### config.mk
export PLATFORM = sky130hd
export DESIGN_NAME = scd_strap_config
export DESIGN_NICKNAME = d
export VERILOG_FILES = /design/src/scd_pkg.sv /design/src/scd_indicator.sv /design/src/scd_strap_config.sv
export VERILOG_INCLUDE_DIRS = /design/src
export SDC_FILE = /design/constraint.sdc
export NUM_CORES = 1
export LEC_CHECK = 0
export ABC_AREA = 0
export BUFFER_PORTS_ARGS = -buffer_cell sky130_fd_sc_hd__buf_2
export CAP_MARGIN = 10
export CORE_ASPECT_RATIO = 1.25
export CORE_MARGIN = 2
export CORE_UTILIZATION = 56
export CTS_CLUSTER_DIAMETER = 30
export CTS_CLUSTER_SIZE = 24
export DETAILED_ROUTE_END_ITERATION = 10
export GPL_TIMING_DRIVEN = 0
export PLACE_DENSITY = 0.83
export SYNTH_ARGS = -nofsm -noshare
export SYNTH_HDL_FRONTEND = slang
export SYNTH_HIERARCHICAL = 1
export SYNTH_SLANG_ARGS = --single-unit
### constraint.sdc
create_clock -name clk -period 2.8 [get_ports clk]
set_input_delay 0.56 -clock clk [delete_from_list [all_inputs] [get_ports clk]]
set_output_delay 0.56 -clock clk [all_outputs]
set_load 0.02 [all_outputs]
### src/scd_params.svh
// Constants of the strap configuration decoder: register offsets, field
// positions, reset values and timing figures.
// Assumes a 100 MHz core clock and a 12-bit APB byte address.
`ifndef SCD_PARAMS_SVH
`define SCD_PARAMS_SVH

// ************************************************************
// Register byte offsets
// ************************************************************
`define SCD_OFF_SIGNAL_DETECT_INPUT_CFG   12'h000
`define SCD_OFF_LED_FUNC     12'h004
`define SCD_OFF_LED_MODE     12'h008
`define SCD_OFF_STRAP_STATUS 12'h00c
`define SCD_OFF_STRAP_CODES  12'h010
`define SCD_OFF_LINK_STATE   12'h014

// ************************************************************
// Field positions
// ************************************************************
`define SCD_CODE_RAIL_BIT    3
`define SCD_CODE_POL_BIT     2
`define SCD_CODE_SWAP_BIT    1
`define SCD_CODE_FIBER_BIT   0
`define SCD_MODE_FIBER_BIT   15
`define SCD_POL_PIN          4
`define SCD_STAT_LOADED_BIT  4

// ************************************************************
// Reset values, used until the straps are loaded
// ************************************************************
`define SCD_RST_SIGNAL_DETECT_INPUT_POL   1'b0
`define SCD_RST_LED_FUNC     16'h0000
`define SCD_RST_LED_MODE     16'h0000

// ************************************************************
// Timing
// ************************************************************
`define SCD_CLK_PERIOD_NS    10
`define SCD_SETTLE_NS        100
`define SCD_SETTLE_CYC       ((`SCD_SETTLE_NS + `SCD_CLK_PERIOD_NS - 1) / `SCD_CLK_PERIOD_NS)
`define SCD_BLINK_HALF_NS    50000000
`define SCD_BLINK_HALF_CYC   (`SCD_BLINK_HALF_NS / `SCD_CLK_PERIOD_NS)

`endif

### src/scd_pkg.sv
// Types of the strap configuration decoder.
// Assumes nothing of its surroundings.
package scd_pkg;

	// ************************************************************
	// Strap load sequence
	// ************************************************************
	typedef enum logic [1:0] {
		SCD_ST_SETTLE = 2'b00,
		SCD_ST_SAMPLE = 2'b01,
		SCD_ST_LOADED = 2'b11
	} scd_state_t;

	// ************************************************************
	// Indicator functions, one four-bit field per indicator
	// ************************************************************
	typedef enum logic [3:0] {
		SCD_LF_LINK_ACT        = 4'h0,
		SCD_LF_LINK_AT_1000M_ACT    = 4'h1,
		SCD_LF_LINK_AT_100M_ACT     = 4'h2,
		SCD_LF_LINK_AT_10M_ACT      = 4'h3,
		SCD_LF_LINK_AT_100M_1000_ACT = 4'h4,
		SCD_LF_LINK_AT_10M_100_ACT  = 4'h5,
		SCD_LF_LINK_AT_10M_1000_ACT = 4'h6,
		SCD_LF_DUPLEX_COLL     = 4'h7,
		SCD_LF_ACTIVITY        = 4'h8,
		SCD_LF_FIBER_LINK_ACT  = 4'h9,
		SCD_LF_FIBER_ACT       = 4'ha,
		SCD_LF_COLLISION       = 4'hb,
		SCD_LF_FORCE_OFF       = 4'hc,
		SCD_LF_FORCE_ON        = 4'hd
	} scd_led_func_t;

endpackage

### src/scd_indicator.sv
// One indicator driver: picks the status term for its function and
// blinks it on activity or collision unless status-only is selected.
// Assumes status inputs synchronous to clk and a shared blink phase.
`timescale 1ns/1ps
`default_nettype none

module scd_indicator
	import scd_pkg::*;
(
	// Clock and reset
	input  wire logic       clk,
	input  wire logic       rst_b,
	// Configuration
	input  wire logic [3:0] func,
	input  wire logic       status_only,
	input  wire logic       fiber_combine_off,
	input  wire logic       blink_phase,
	// Link status
	input  wire logic       link_at_10m,
	input  wire logic       link_at_100m,
	input  wire logic       link_at_1000m,
	input  wire logic       fiber_link,
	input  wire logic       copper_activity,
	input  wire logic       fiber_activity,
	input  wire logic       full_duplex,
	input  wire logic       collision,
	// Indicator
	output logic            indicator_q
);

	// ************************************************************
	// Status terms
	// ************************************************************
	// Fiber folds into every link term while combining is on
	wire logic fib_w   = fiber_link & ~fiber_combine_off;
	wire logic act_w   = copper_activity | (fiber_activity & ~fiber_combine_off);
	wire logic l10_w   = link_at_10m | fib_w;
	wire logic l100_w  = link_at_100m | fib_w;
	wire logic l1000_w = link_at_1000m | fib_w;
	logic      cond_w;
	logic      event_w;

	always_comb begin
		cond_w  = 1'b0;
		event_w = act_w;
		case (func)
			SCD_LF_LINK_ACT:         cond_w = l10_w | l100_w | l1000_w;
			SCD_LF_LINK_AT_1000M_ACT:     cond_w = l1000_w;
			SCD_LF_LINK_AT_100M_ACT:      cond_w = l100_w;
			SCD_LF_LINK_AT_10M_ACT:       cond_w = l10_w;
			SCD_LF_LINK_AT_100M_1000_ACT: cond_w = l100_w | l1000_w;
			SCD_LF_LINK_AT_10M_100_ACT:   cond_w = l10_w | l100_w;
			SCD_LF_LINK_AT_10M_1000_ACT:  cond_w = l10_w | l1000_w;
			SCD_LF_DUPLEX_COLL: begin
				cond_w  = full_duplex;
				event_w = collision;
			end
			SCD_LF_ACTIVITY:         cond_w = act_w;
			SCD_LF_FIBER_LINK_ACT: begin
				cond_w  = fiber_link;
				event_w = fiber_activity;
			end
			SCD_LF_FIBER_ACT: begin
				cond_w  = fiber_activity;
				event_w = fiber_activity;
			end
			SCD_LF_COLLISION: begin
				cond_w  = collision;
				event_w = collision;
			end
			SCD_LF_FORCE_ON: begin
				cond_w  = 1'b1;
				event_w = 1'b0;
			end
			default: begin
				cond_w  = 1'b0;
				event_w = 1'b0;
			end
		endcase
	end

	// ************************************************************
	// Blink or steady
	// ************************************************************
	// blink on activity
	wire logic on_w = cond_w & ~(~status_only & event_w & ~blink_phase);

	always_ff @(posedge clk or negedge rst_b) begin
		if (!rst_b) begin
			indicator_q <= 1'b0;
		end else begin
			indicator_q <= on_w;
		end
	end

endmodule

`default_nettype wire

### src/scd_strap_config.sv
// Strap configuration decoder with an APB register slave.
// Assumes strap pins present a rail tie and a resistor level index,
// all inputs synchronous to clk, and an APB master on the same clock.
//
// Our own choices: the address map and register access over APB.
`timescale 1ns/1ps
`default_nettype none
`include "scd_params.svh"

module scd_strap_config
	import scd_pkg::*;
#(
	parameter int SETTLE_CYCLES     = `SCD_SETTLE_CYC,
	parameter int BLINK_HALF_CYCLES = `SCD_BLINK_HALF_CYC,
	parameter int NUM_PINS          = 5,
	parameter int NUM_LEDS          = 4
) (
	// Clock and reset
	input  wire logic                  clk,
	input  wire logic                  rst_b,
	// APB slave
	input  wire logic                  psel,
	input  wire logic                  penable,
	input  wire logic                  pwrite,
	input  wire logic [11:0]           paddr,
	input  wire logic [31:0]           pwdata,
	input  wire logic [3:0]            pstrb,
	output logic [31:0]                prdata,
	output logic                       pready,
	output logic                       pslverr,
	// Strap pins
	input  wire logic [NUM_PINS-1:0]   config_strap_pin_rail,
	input  wire logic [3*NUM_PINS-1:0] config_strap_pin_level,
	// Management address lookup
	input  wire logic                  mgmt_access_valid,
	input  wire logic [4:0]            mgmt_access_addr,
	output logic                       mgmt_port_hit,
	output logic                       mgmt_port_sel,
	output logic [2:0]                 mgmt_address_high_bits,
	output logic                       port_address_swap,
	// Media status
	input  wire logic                  signal_detect_input,
	input  wire logic                  link_at_10m,
	input  wire logic                  link_at_100m,
	input  wire logic                  link_at_1000m,
	input  wire logic                  fiber_link,
	input  wire logic                  copper_activity,
	input  wire logic                  fiber_activity,
	input  wire logic                  full_duplex,
	input  wire logic                  collision,
	output logic                       fiber_signal_present,
	// Indicators
	output logic                       indicator_zero,
	output logic                       indicator_one,
	output logic                       indicator_two,
	output logic                       indicator_three
);

	// ************************************************************
	// Strap decode
	// ************************************************************
	logic [4*NUM_PINS-1:0] code_w;

	genvar gi;
	generate
		for (gi = 0; gi < NUM_PINS; gi++) begin : g_pin
			assign code_w[4*gi +: 4] = {config_strap_pin_rail[gi],
				config_strap_pin_level[3*gi +: 3]};
		end
	endgenerate

	// Strap value to indicator function; only four of the register
	// codes are reachable per indicator from the pins
	function automatic logic [3:0] strap_func(input logic [1:0] idx,
		input logic [1:0] sel);
		logic [3:0] f;
		f = SCD_LF_FORCE_OFF;
		unique case ({idx, sel})
			4'h0: f = SCD_LF_LINK_AT_1000M_ACT;
			4'h1: f = SCD_LF_LINK_AT_100M_1000_ACT;
			4'h2: f = SCD_LF_ACTIVITY;
			4'h3: f = SCD_LF_LINK_ACT;
			4'h4: f = SCD_LF_LINK_AT_100M_ACT;
			4'h5: f = SCD_LF_LINK_AT_100M_1000_ACT;
			4'h6: f = SCD_LF_LINK_AT_10M_100_ACT;
			4'h7: f = SCD_LF_FIBER_LINK_ACT;
			4'h8: f = SCD_LF_LINK_ACT;
			4'h9: f = SCD_LF_DUPLEX_COLL;
			4'ha: f = SCD_LF_FIBER_ACT;
			4'hb: f = SCD_LF_LINK_AT_10M_ACT;
			4'hc: f = SCD_LF_DUPLEX_COLL;
			4'hd: f = SCD_LF_LINK_AT_100M_ACT;
			4'he: f = SCD_LF_ACTIVITY;
			4'hf: f = SCD_LF_FIBER_LINK_ACT;
		endcase
		return f;
	endfunction

	wire logic [3:0]  strap_f0_w = strap_func(2'd0, code_w[1:0]);
	wire logic [3:0]  strap_f1_w = strap_func(2'd1, code_w[5:4]);
	wire logic [3:0]  strap_f2_w = strap_func(2'd2, code_w[9:8]);
	wire logic [3:0]  strap_f3_w = strap_func(2'd3, code_w[13:12]);
	wire logic [15:0] strap_func_w = {strap_f3_w, strap_f2_w, strap_f1_w, strap_f0_w};
	wire logic [15:0] strap_mode_w = {code_w[4*`SCD_POL_PIN + `SCD_CODE_FIBER_BIT],
		11'h000, code_w[14], code_w[10], code_w[6], code_w[2]};
	wire logic [2:0]  strap_addr_w = {code_w[11], code_w[7], code_w[3]};

	// ************************************************************
	// Load sequence
	// ************************************************************
	scd_state_t  state_q;
	logic [15:0] settle_q;
	logic [19:0] strap_code_q;
	logic [2:0]  addr_high_q;
	logic        swap_q;

	wire logic settle_done_w = (settle_q >= 16'(SETTLE_CYCLES - 1));
	wire logic loaded_w      = (state_q == SCD_ST_LOADED);
	wire logic sample_w      = (state_q == SCD_ST_SAMPLE);

	// single sample after release; straps are never looked at again
	always_ff @(posedge clk or negedge rst_b) begin
		if (!rst_b) begin
			state_q  <= SCD_ST_SETTLE;
			settle_q <= 16'h0000;
		end else begin
			unique case (state_q)
				SCD_ST_SETTLE: begin
					settle_q <= settle_q + 16'h0001;
					if (settle_done_w) begin
						state_q <= SCD_ST_SAMPLE;
					end
				end
				SCD_ST_SAMPLE: state_q <= SCD_ST_LOADED;
				SCD_ST_LOADED: state_q <= SCD_ST_LOADED;
				default:       state_q <= SCD_ST_SETTLE;
			endcase
		end
	end

	always_ff @(posedge clk or negedge rst_b) begin
		if (!rst_b) begin
			strap_code_q <= 20'h00000;
			addr_high_q  <= 3'h0;
			swap_q       <= 1'b0;
		end else if (sample_w) begin
			strap_code_q <= code_w;
			addr_high_q  <= strap_addr_w;
			swap_q       <= code_w[4*`SCD_POL_PIN + `SCD_CODE_SWAP_BIT];
		end
	end

	// ************************************************************
	// APB decode
	// ************************************************************
	logic        pready_q;
	logic        pslverr_q;
	logic [31:0] prdata_q;
	logic        signal_detect_input_pol_q;
	logic [15:0] led_func_q;
	logic [15:0] led_mode_q;
	logic        sig_present_q;
	logic [NUM_LEDS-1:0] ind_w;

	wire logic sel_sig_w  = (paddr == `SCD_OFF_SIGNAL_DETECT_INPUT_CFG);
	wire logic sel_func_w = (paddr == `SCD_OFF_LED_FUNC);
	wire logic sel_mode_w = (paddr == `SCD_OFF_LED_MODE);
	wire logic sel_stat_w = (paddr == `SCD_OFF_STRAP_STATUS);
	wire logic sel_code_w = (paddr == `SCD_OFF_STRAP_CODES);
	wire logic sel_link_w = (paddr == `SCD_OFF_LINK_STATE);
	wire logic mapped_w   = sel_sig_w | sel_func_w | sel_mode_w | sel_stat_w |
		sel_code_w | sel_link_w;

	// Wait states hold the master off until defaults are loaded, so no
	// write can be lost under the strap load
	wire logic accept_w = psel & penable & ~pready_q & loaded_w;
	wire logic commit_w = psel & penable & pready_q & pwrite & ~pslverr_q;
	wire logic wr_sig_w  = commit_w & sel_sig_w & pstrb[0];
	wire logic wr_func_w = commit_w & sel_func_w;
	wire logic wr_mode_w = commit_w & sel_mode_w;

	wire logic [15:0] wmask_w = {{8{pstrb[1]}}, {8{pstrb[0]}}};
	wire logic [15:0] func_d  = (led_func_q & ~wmask_w) | (pwdata[15:0] & wmask_w);
	wire logic [15:0] mode_d  = ((led_mode_q & ~wmask_w) | (pwdata[15:0] & wmask_w)) &
		16'h800f;

	wire logic [31:0] rdata_w =
		sel_sig_w  ? {31'h00000000, signal_detect_input_pol_q} :
		sel_func_w ? {16'h0000, led_func_q} :
		sel_mode_w ? {16'h0000, led_mode_q} :
		sel_stat_w ? {27'h0000000, loaded_w, swap_q, addr_high_q} :
		sel_code_w ? {12'h000, strap_code_q} :
		sel_link_w ? {27'h0000000, sig_present_q, ind_w} :
		32'h00000000;

	always_ff @(posedge clk or negedge rst_b) begin
		if (!rst_b) begin
			pready_q  <= 1'b0;
			pslverr_q <= 1'b0;
			prdata_q  <= 32'h00000000;
		end else begin
			pready_q  <= accept_w;
			pslverr_q <= accept_w & ~mapped_w;
			if (accept_w && !pwrite) begin
				prdata_q <= rdata_w;
			end
		end
	end

	// ************************************************************
	// Configuration registers
	// ************************************************************
	// polarity default
	always_ff @(posedge clk or negedge rst_b) begin
		if (!rst_b) begin
			signal_detect_input_pol_q <= `SCD_RST_SIGNAL_DETECT_INPUT_POL;
		end else if (sample_w) begin
			signal_detect_input_pol_q <= code_w[4*`SCD_POL_PIN + `SCD_CODE_POL_BIT];
		end else if (wr_sig_w) begin
			signal_detect_input_pol_q <= pwdata[0];
		end
	end

	always_ff @(posedge clk or negedge rst_b) begin
		if (!rst_b) begin
			led_func_q <= `SCD_RST_LED_FUNC;
			led_mode_q <= `SCD_RST_LED_MODE;
		end else if (sample_w) begin
			led_func_q <= strap_func_w;
			led_mode_q <= strap_mode_w;
		end else begin
			if (wr_func_w) begin
				led_func_q <= func_d;
			end
			if (wr_mode_w) begin
				led_mode_q <= mode_d;
			end
		end
	end

	// ************************************************************
	// Signal detect and address lookup
	// ************************************************************
	logic port_hit_q;
	logic port_sel_q;

	wire logic sig_present_d = signal_detect_input ^ signal_detect_input_pol_q;
	wire logic addr_hit_w = mgmt_access_valid & loaded_w &
		(mgmt_access_addr[4:2] == addr_high_q) & ~mgmt_access_addr[1];
	wire logic port_d = mgmt_access_addr[0] ^ swap_q;

	always_ff @(posedge clk or negedge rst_b) begin
		if (!rst_b) begin
			sig_present_q <= 1'b0;
			port_hit_q    <= 1'b0;
			port_sel_q    <= 1'b0;
		end else begin
			sig_present_q <= sig_present_d;
			port_hit_q    <= addr_hit_w;
			port_sel_q    <= port_d;
		end
	end

	// ************************************************************
	// Indicators
	// ************************************************************
	logic [31:0] blink_cnt_q;
	logic        blink_q;

	// One phase for all indicators keeps their blinking in step
	always_ff @(posedge clk or negedge rst_b) begin
		if (!rst_b) begin
			blink_cnt_q <= 32'h00000000;
			blink_q     <= 1'b0;
		end else if (blink_cnt_q >= 32'(BLINK_HALF_CYCLES - 1)) begin
			blink_cnt_q <= 32'h00000000;
			blink_q     <= ~blink_q;
		end else begin
			blink_cnt_q <= blink_cnt_q + 32'h00000001;
		end
	end

	generate
		for (gi = 0; gi < NUM_LEDS; gi++) begin : g_led
			scd_indicator u_ind (
				.clk               (clk),
				.rst_b             (rst_b),
				.func              (led_func_q[4*gi +: 4]),
				.status_only       (led_mode_q[gi]),
				.fiber_combine_off (led_mode_q[`SCD_MODE_FIBER_BIT]),
				.blink_phase       (blink_q),
				.link_at_10m       (link_at_10m),
				.link_at_100m      (link_at_100m),
				.link_at_1000m     (link_at_1000m),
				.fiber_link        (fiber_link),
				.copper_activity   (copper_activity),
				.fiber_activity    (fiber_activity),
				.full_duplex       (full_duplex),
				.collision         (collision),
				.indicator_q       (ind_w[gi])
			);
		end
	endgenerate

	// ************************************************************
	// Outputs
	// ************************************************************
	assign prdata                 = prdata_q;
	assign pready                 = pready_q;
	assign pslverr                = pslverr_q;
	assign mgmt_port_hit          = port_hit_q;
	assign mgmt_port_sel          = port_sel_q;
	assign mgmt_address_high_bits = addr_high_q;
	assign port_address_swap      = swap_q;
	assign fiber_signal_present   = sig_present_q;
	assign indicator_zero         = ind_w[0];
	assign indicator_one          = ind_w[1];
	assign indicator_two          = ind_w[2];
	assign indicator_three        = ind_w[3];

endmodule

`default_nettype wire

==> results of run 1 <==
## kinds of logic after synthesis
kind of cell / after synthesis
xor gates and xnor gates: 41
buffers and inverters: 83
AOI/OAI and AO/OA: 156
and+or+nand+nor: 307
adders and majority gates: 11
DFF: 122
other: 1
muxes: 23
## layer usage
metal,wire (um),vias to the layer above,global-route usage (%)
met5,11,-,0
met4,723,2,14.7
met3,1240,58,6.40
met2,9320,262,49.1
met1,6890,2873,34.3
li1,-,2880,-
## final cells by class
class | count | area (um2)
antenna | 1 | 2.50
buffer | 51 | 299
clock buffer | 18 | 439
clock inverter | 14 | 171
fill | 913 | 3510
inverter | 32 | 120
multi-input combinational | 559 | 3380
sequential | 122 | 3050
tap | 161 | 201
timing repair buffer | 103 | 549
## cells in the mapped netlist (5+ instances only)
master	instances	area, um2
dfrtp_1	122	3050
nand2_1	114	428
nor2_1	61	229
o21ai_0	44	220
nor3_1	36	180
inv_1	32	120
a21oi_1	31	155
clkbuf_1	22	82.6
xor2_1	22	193
xnor2_1	19	166
mux2i_1	18	180
nand4_1	16	100
buf_4	15	113
nand3_1	13	65.1
ha_1	11	138
nand2b_1	11	68.8
a22oi_1	10	75.1
o22ai_1	9	56.3
a211oi_1	8	60.1
nand2b_2	8	70.1
nor4_1	8	50.1
and3_1	6	37.5
buf_6	6	67.6
nor4b_1	6	52.6
a41oi_1	5	43.8
buf_2	5	25.0
o21a_1	5	37.5
o32a_1	5	50.1
## what timing repair did
action,in CTS,in global routing
hold buffers,1,0
endpoints found under the setup margin,0,11
endpoints found under the hold margin,24,0
gates resized for setup,0,1
setup buffers,0,0
## final timing paths
path                                                    to  slack [ps]  cells past startpoint
worst min register to register                  prdata[11]         460                      2
max in group asynchronous       asynchronous set/reset pin        1520                      3
worst max-delay path                            prdata[13]         140                      7
worst max register to register                  prdata[13]         140                      7
worst min-delay path                         mgmt_port_sel         310                      2
min in group asynchronous                      settle_q[0]         550                      2
## critical path: stages, from the launching register on
cell	delay (ps)
dfrtp_1	450
nand2_1	180
or4_1	430
clkbuf_1	250
nor4_2	610
buf_2	370
a22oi_1	170
nand2_1	140
## power groups by stage
| stage | clock, uW | combinational, uW | sequential [uW] |
|---|---|---|---|
| 6_report | 2240 | 465 | 1880 |
| 5_1_grt | 2340 | 513 | 1880 |
| 4_1_cts | 2260 | 460 | 1880 |
| 3_5_place_dp | 0 | 456 | 1910 |
| 3_3_place_gp | 0 | 443 | 1900 |
| 2_1_floorplan | 0 | 255 | 1900 |
## metrics by stage
step / instance area (um2) / worst slack (ps) / hold WS [ps] / setup TNS [ps]
floorplan: 6850 / 241 / 264 / 0
global placement: 7560 / -284 / 448 / -35730
detailed placement: 7590 / -239 / 429 / -1740
CTS: 8210 / 189 / 309 / 0
global route: 8210 / 22.3 / 316 / 0
finish: 8220 / 138 / 308 / 0
==> impl_metrics.tcl, run 1 <==
set metrics [dict create \
    fin_crit_sh_pct 95.1 \
    yosysSeqAreaShare_pct 45.1 \
    cap_viol_max_count 0 \
    fmax_mhz 376 \
    die_h_um 127 \
    core_area_um2 11700 \
    routed_via_density 5.73 \
    clock_power_share_pct 48.9 \
    syn_to_final_growth_pct 21.3 \
    htree_levels 4 \
    final_common_cell "dfrtp_1" \
    async_flop_share_pct 100 \
    grt_pass1_wl_mm 29.0 \
    grt-ovfl-total 0 \
    seqPwrFrac_pct 41.0 \
    cts_tree "built" \
    finalHoldViolations 0 \
    start_util_pct 57.8 \
    worst_clock_skew_ps 7.98 \
    synth_edf_count 0 \
    root_buffer "clkbuf_16" \
    ys_warn_count 6 \
    crit_path_end_kind "flip-flop" \
    avgSynthCellArea_um2 9.11 \
    combPwrFrac_pct 10.1 \
    cts.sinks 122 \
    drt_iter0_markers 511 \
    arrival_ps 3020 \
    postLayoutCoreUtil_pct 70.1 \
    internal_power_uw 3430 \
    dp.cells 1027 \
    dieArea_um2 13000 \
    fin_cells 1061 \
    peakVddDrop_uv 554 \
    drv_slew 0 \
    post_drt_wl_per_cell_um 17.1 \
    max-slew-margin-rel_pct 48.5 \
    leakagePower_uw 0.00384 \
    grt_pass1_vias 5892 \
    synthCells 744 \
    rows 44 \
    nNetsFinal 985 \
    numPortBuffers 101 \
    period_needed_ps 2660 \
    drcViolationCount 0 \
    grt_max_degree 99 \
    power_uw 4590 \
    synthAdderAreaFrac_pct 2.03 \
    hold_path.class "input port to flip-flop" \
    ys_seq_elements 122 \
    swShare_pct 25.2 \
    io-pin-count 133 \
    p_sw_uw 1160 \
    worstSetupPathType "flip-flop to flip-flop" \
    layout_common_cells "dfrtp_1, nand2_1, buf_2, nor2_1, o21ai_0" \
    clk_pin_slew_ps 60 \
    synth_area_um2 6780 \
    ys.flop_type "dfrtp_1" \
    worstMarginPinSlew_ps 770 \
    cts_max_path_buffers 2 \
    startpoint "state_q[0]" \
    chipWidth_um 102 \
    cts_buffers 17 \
    synth_xor_area_share_pct 5.30 \
    r2r_start "state_q[0]" \
    finalSetupViolCount 0 \
    synth_compound_area_share_pct 15.5 \
    cp-start-kind "flip-flop" \
    wl_mm 18.2 \
    grt_use_total_pct 29.0 \
    vias 6075 \
    grt_setup_unrepaired "false" \
    status "completed" \
    antenna_found_initial 2 \
    path_max_fanout 10 \
    muxShareOfSynthArea_pct 3.71 \
    p_per_area_nw_per_um2 558 \
    hp-start "mgmt_access_addr[0]" \
    clock_latency_ps 430 \
    dp_hpwl_mm 13.0 \
    synth_cell_type_count 64 \
    synth-simple-area-share_pct 22.2 \
    postRouteAntennaNets 0 \
    synth_top_family_by_area "simple AND/OR/NAND/NOR gates" \
    cp.required_ps 3160 \
    gp_congestion 0.952 \
    drive_above_1_share_pct 21.4 \
    dr.pass1.iters 6 \
]
No activity file was read; power rests on OpenSTA's default activity.
==> run 2: changes to the inputs <==
Settings changed: CORE_UTILIZATION 56 to 52, PLACE_DENSITY 0.83 to 0.78.
==> impl_metrics.tcl, run 2 (synthesis results as in run 1) <==
set metrics [dict create \
    status "completed" \
    arrival_ps 2940 \
    grt-ovfl-total 0 \
    drcViolationCount 0 \
    clock_latency_ps 420 \
    drt_iter0_markers 478 \
    r2r_slack_ps 240 \
    cts_tree "built" \
    post_drt_wl_per_cell_um 17.2 \
    clock_power_share_pct 50.5 \
    wl_mm 18.3 \
    drv_slew 0 \
    final_common_cell "dfrtp_1" \
    fin_crit_sh_pct 92.5 \
    path_max_fanout 10 \
    worstMarginPinSlew_ps 812 \
    crit_chain "buf_2, or4_4, or4b_1, clkbuf_1, nor2_1, a22oi_1, nand2_1" \
    cp-start-kind "input port" \
    grt_max_degree 100 \
    design_area_um2 8260 \
    cp_num_buf_inv 2 \
    crit_slowest_cell "nor2_1" \
    syn_to_final_growth_pct 21.9 \
    root_buffer "clkbuf_16" \
    fmax_mhz 386 \
    power_uw 4730 \
    drive_above_1_share_pct 21.2 \
    p_per_area_nw_per_um2 573 \
    worst-path-stages 7 \
    postRouteAntennaNets 0 \
    grt_pass1_wl_mm 29.6 \
    post_cts_buffers 0 \
    max-slew-margin-rel_pct 45.7 \
    place_area_um2 7600 \
    grt_use_total_pct 27.1 \
    crit_path_end_kind "flip-flop" \
    fin_cells 1067 \
    cp_slowest_stage_delay_ps 650 \
    gp_congestion 0.919 \
    clk_pin_slew_ps 60 \
    core_area_um2 12700 \
    combPwrFrac_pct 9.8 \
    peakVddDrop_uv 475 \
    worst_clock_skew_ps 7.12 \
    die_h_um 132 \
    whs_ps 320 \
    swShare_pct 23.8 \
    layout_common_cells "dfrtp_1, nand2_1, buf_2, nor2_1, o21ai_0" \
    worstRegToRegCells 7 \
    finalSetupViolCount 0 \
    cts.sinks 122 \
    chipWidth_um 106 \
    internal_power_uw 3600 \
    routed_via_density 5.66 \
    grt_pass1_vias 6007 \
    start_util_pct 53.3 \
    cap_viol_max_count 0 \
    nNetsFinal 985 \
    r2r_start "state_q[0]" \
    leakagePower_uw 0.00386 \
    htree_levels 4 \
    vias 6038 \
    cts_buffers 17 \
    hold_path.class "input port to flip-flop" \
    cp_top_family "simple AND/OR/NAND/NOR gates" \
    rows 46 \
    cts_max_path_buffers 2 \
    n_antenna_cell 0 \
    dr.pass1.iters 5 \
    tns_ps 0 \
    dieArea_um2 14000 \
    finalHoldViolations 0 \
    worstSetupPathType "input port to flip-flop" \
    seqPwrFrac_pct 39.7 \
    numPortBuffers 101 \
    period_needed_ps 2590 \
    dp_hpwl_mm 13.0 \
    cp.required_ps 3150 \
    io-pin-count 133 \
    r2r-end "prdata[13]" \
    critPathCapture "prdata[13]" \
    antenna_found_initial 0 \
    p_sw_uw 1130 \
    startpoint "paddr[9]" \
    grt_setup_unrepaired "false" \
    dp.cells 1034 \
]
==> run 2: worst min path at each step <==
stage	startpoint	to	depth (start not counted)
4_1_cts	signal_detect_input	fiber_signal_present	2
6_report	mgmt_access_addr[0]	mgmt_port_sel	2
3_3_place_gp	prdata[10]	prdata[10]	2
5_1_grt	mgmt_access_addr[0]	mgmt_port_sel	2
2_1_floorplan	rst_b	asynchronous set/reset pin	0
3_5_place_dp	rst_b	blink_cnt_q[9]	1
==> run 2: timing repair <==
action,CTS,global route
hold endpoints to repair,12,0
resized for setup,0,1
hold buffers,1,0
setup endpoints to repair,0,6
==> run 2: worst reg2reg max path, cell delays in order, from the launching register on <==
cell      delay, ps
dfrtp_1         420
nand2_1         160
or4_1           420
clkbuf_1        280
nor4_4          540
buf_2           370
a22oi_1         180
nand2_1         140
==> run 2: layout make-up <==
| class | instances | area, um2 |
|---|---|---|
| Fill cell | 1077 | 4460 |
| Multi-Input combinational cell | 559 | 3390 |
| Sequential cell | 122 | 3050 |
| Timing Repair Buffer | 103 | 549 |
| Clock buffer | 19 | 443 |
| Buffer | 51 | 299 |
| Tap cell | 168 | 210 |
| Clock inverter | 13 | 199 |
| Inverter | 32 | 120 |
==> run 2: per-stage QoR <==
stage / setup slack, ps / utilization [%]
3_3_place_gp: -365 / 59.5
3_5_place_dp: -364 / 59.7
4_1_cts: 50.8 / 64.9
6_report: 210 / 64.9
5_1_grt: 89.2 / 64.9
2_1_floorplan: 241 / -
==> run 2: layer usage <==
| metal | wire (um) | up-vias | global-route usage (%) | part of all wire (%) |
|---|---|---|---|---|
| met2 | 9380 | 197 | 46.3 | 51 |
| met1 | 7030 | 2909 | 32.1 | 38 |
| li1 | - | 2880 | - | - |
| met4 | 722 | 0 | 12.0 | 3.9 |
| met3 | 1170 | 52 | 6.80 | 6.4 |
| met5 | 0 | - | 0 | 0 |
==> run 2: power groups by stage <==
stage	registers [uW]	clock network, uW	logic [uW]
after CTS	1880	2400	459
after floorplan	1900	0	255
final	1880	2390	463
after detailed placement	1910	0	455
after global routing	1880	2500	510
after global placement	1900	0	444
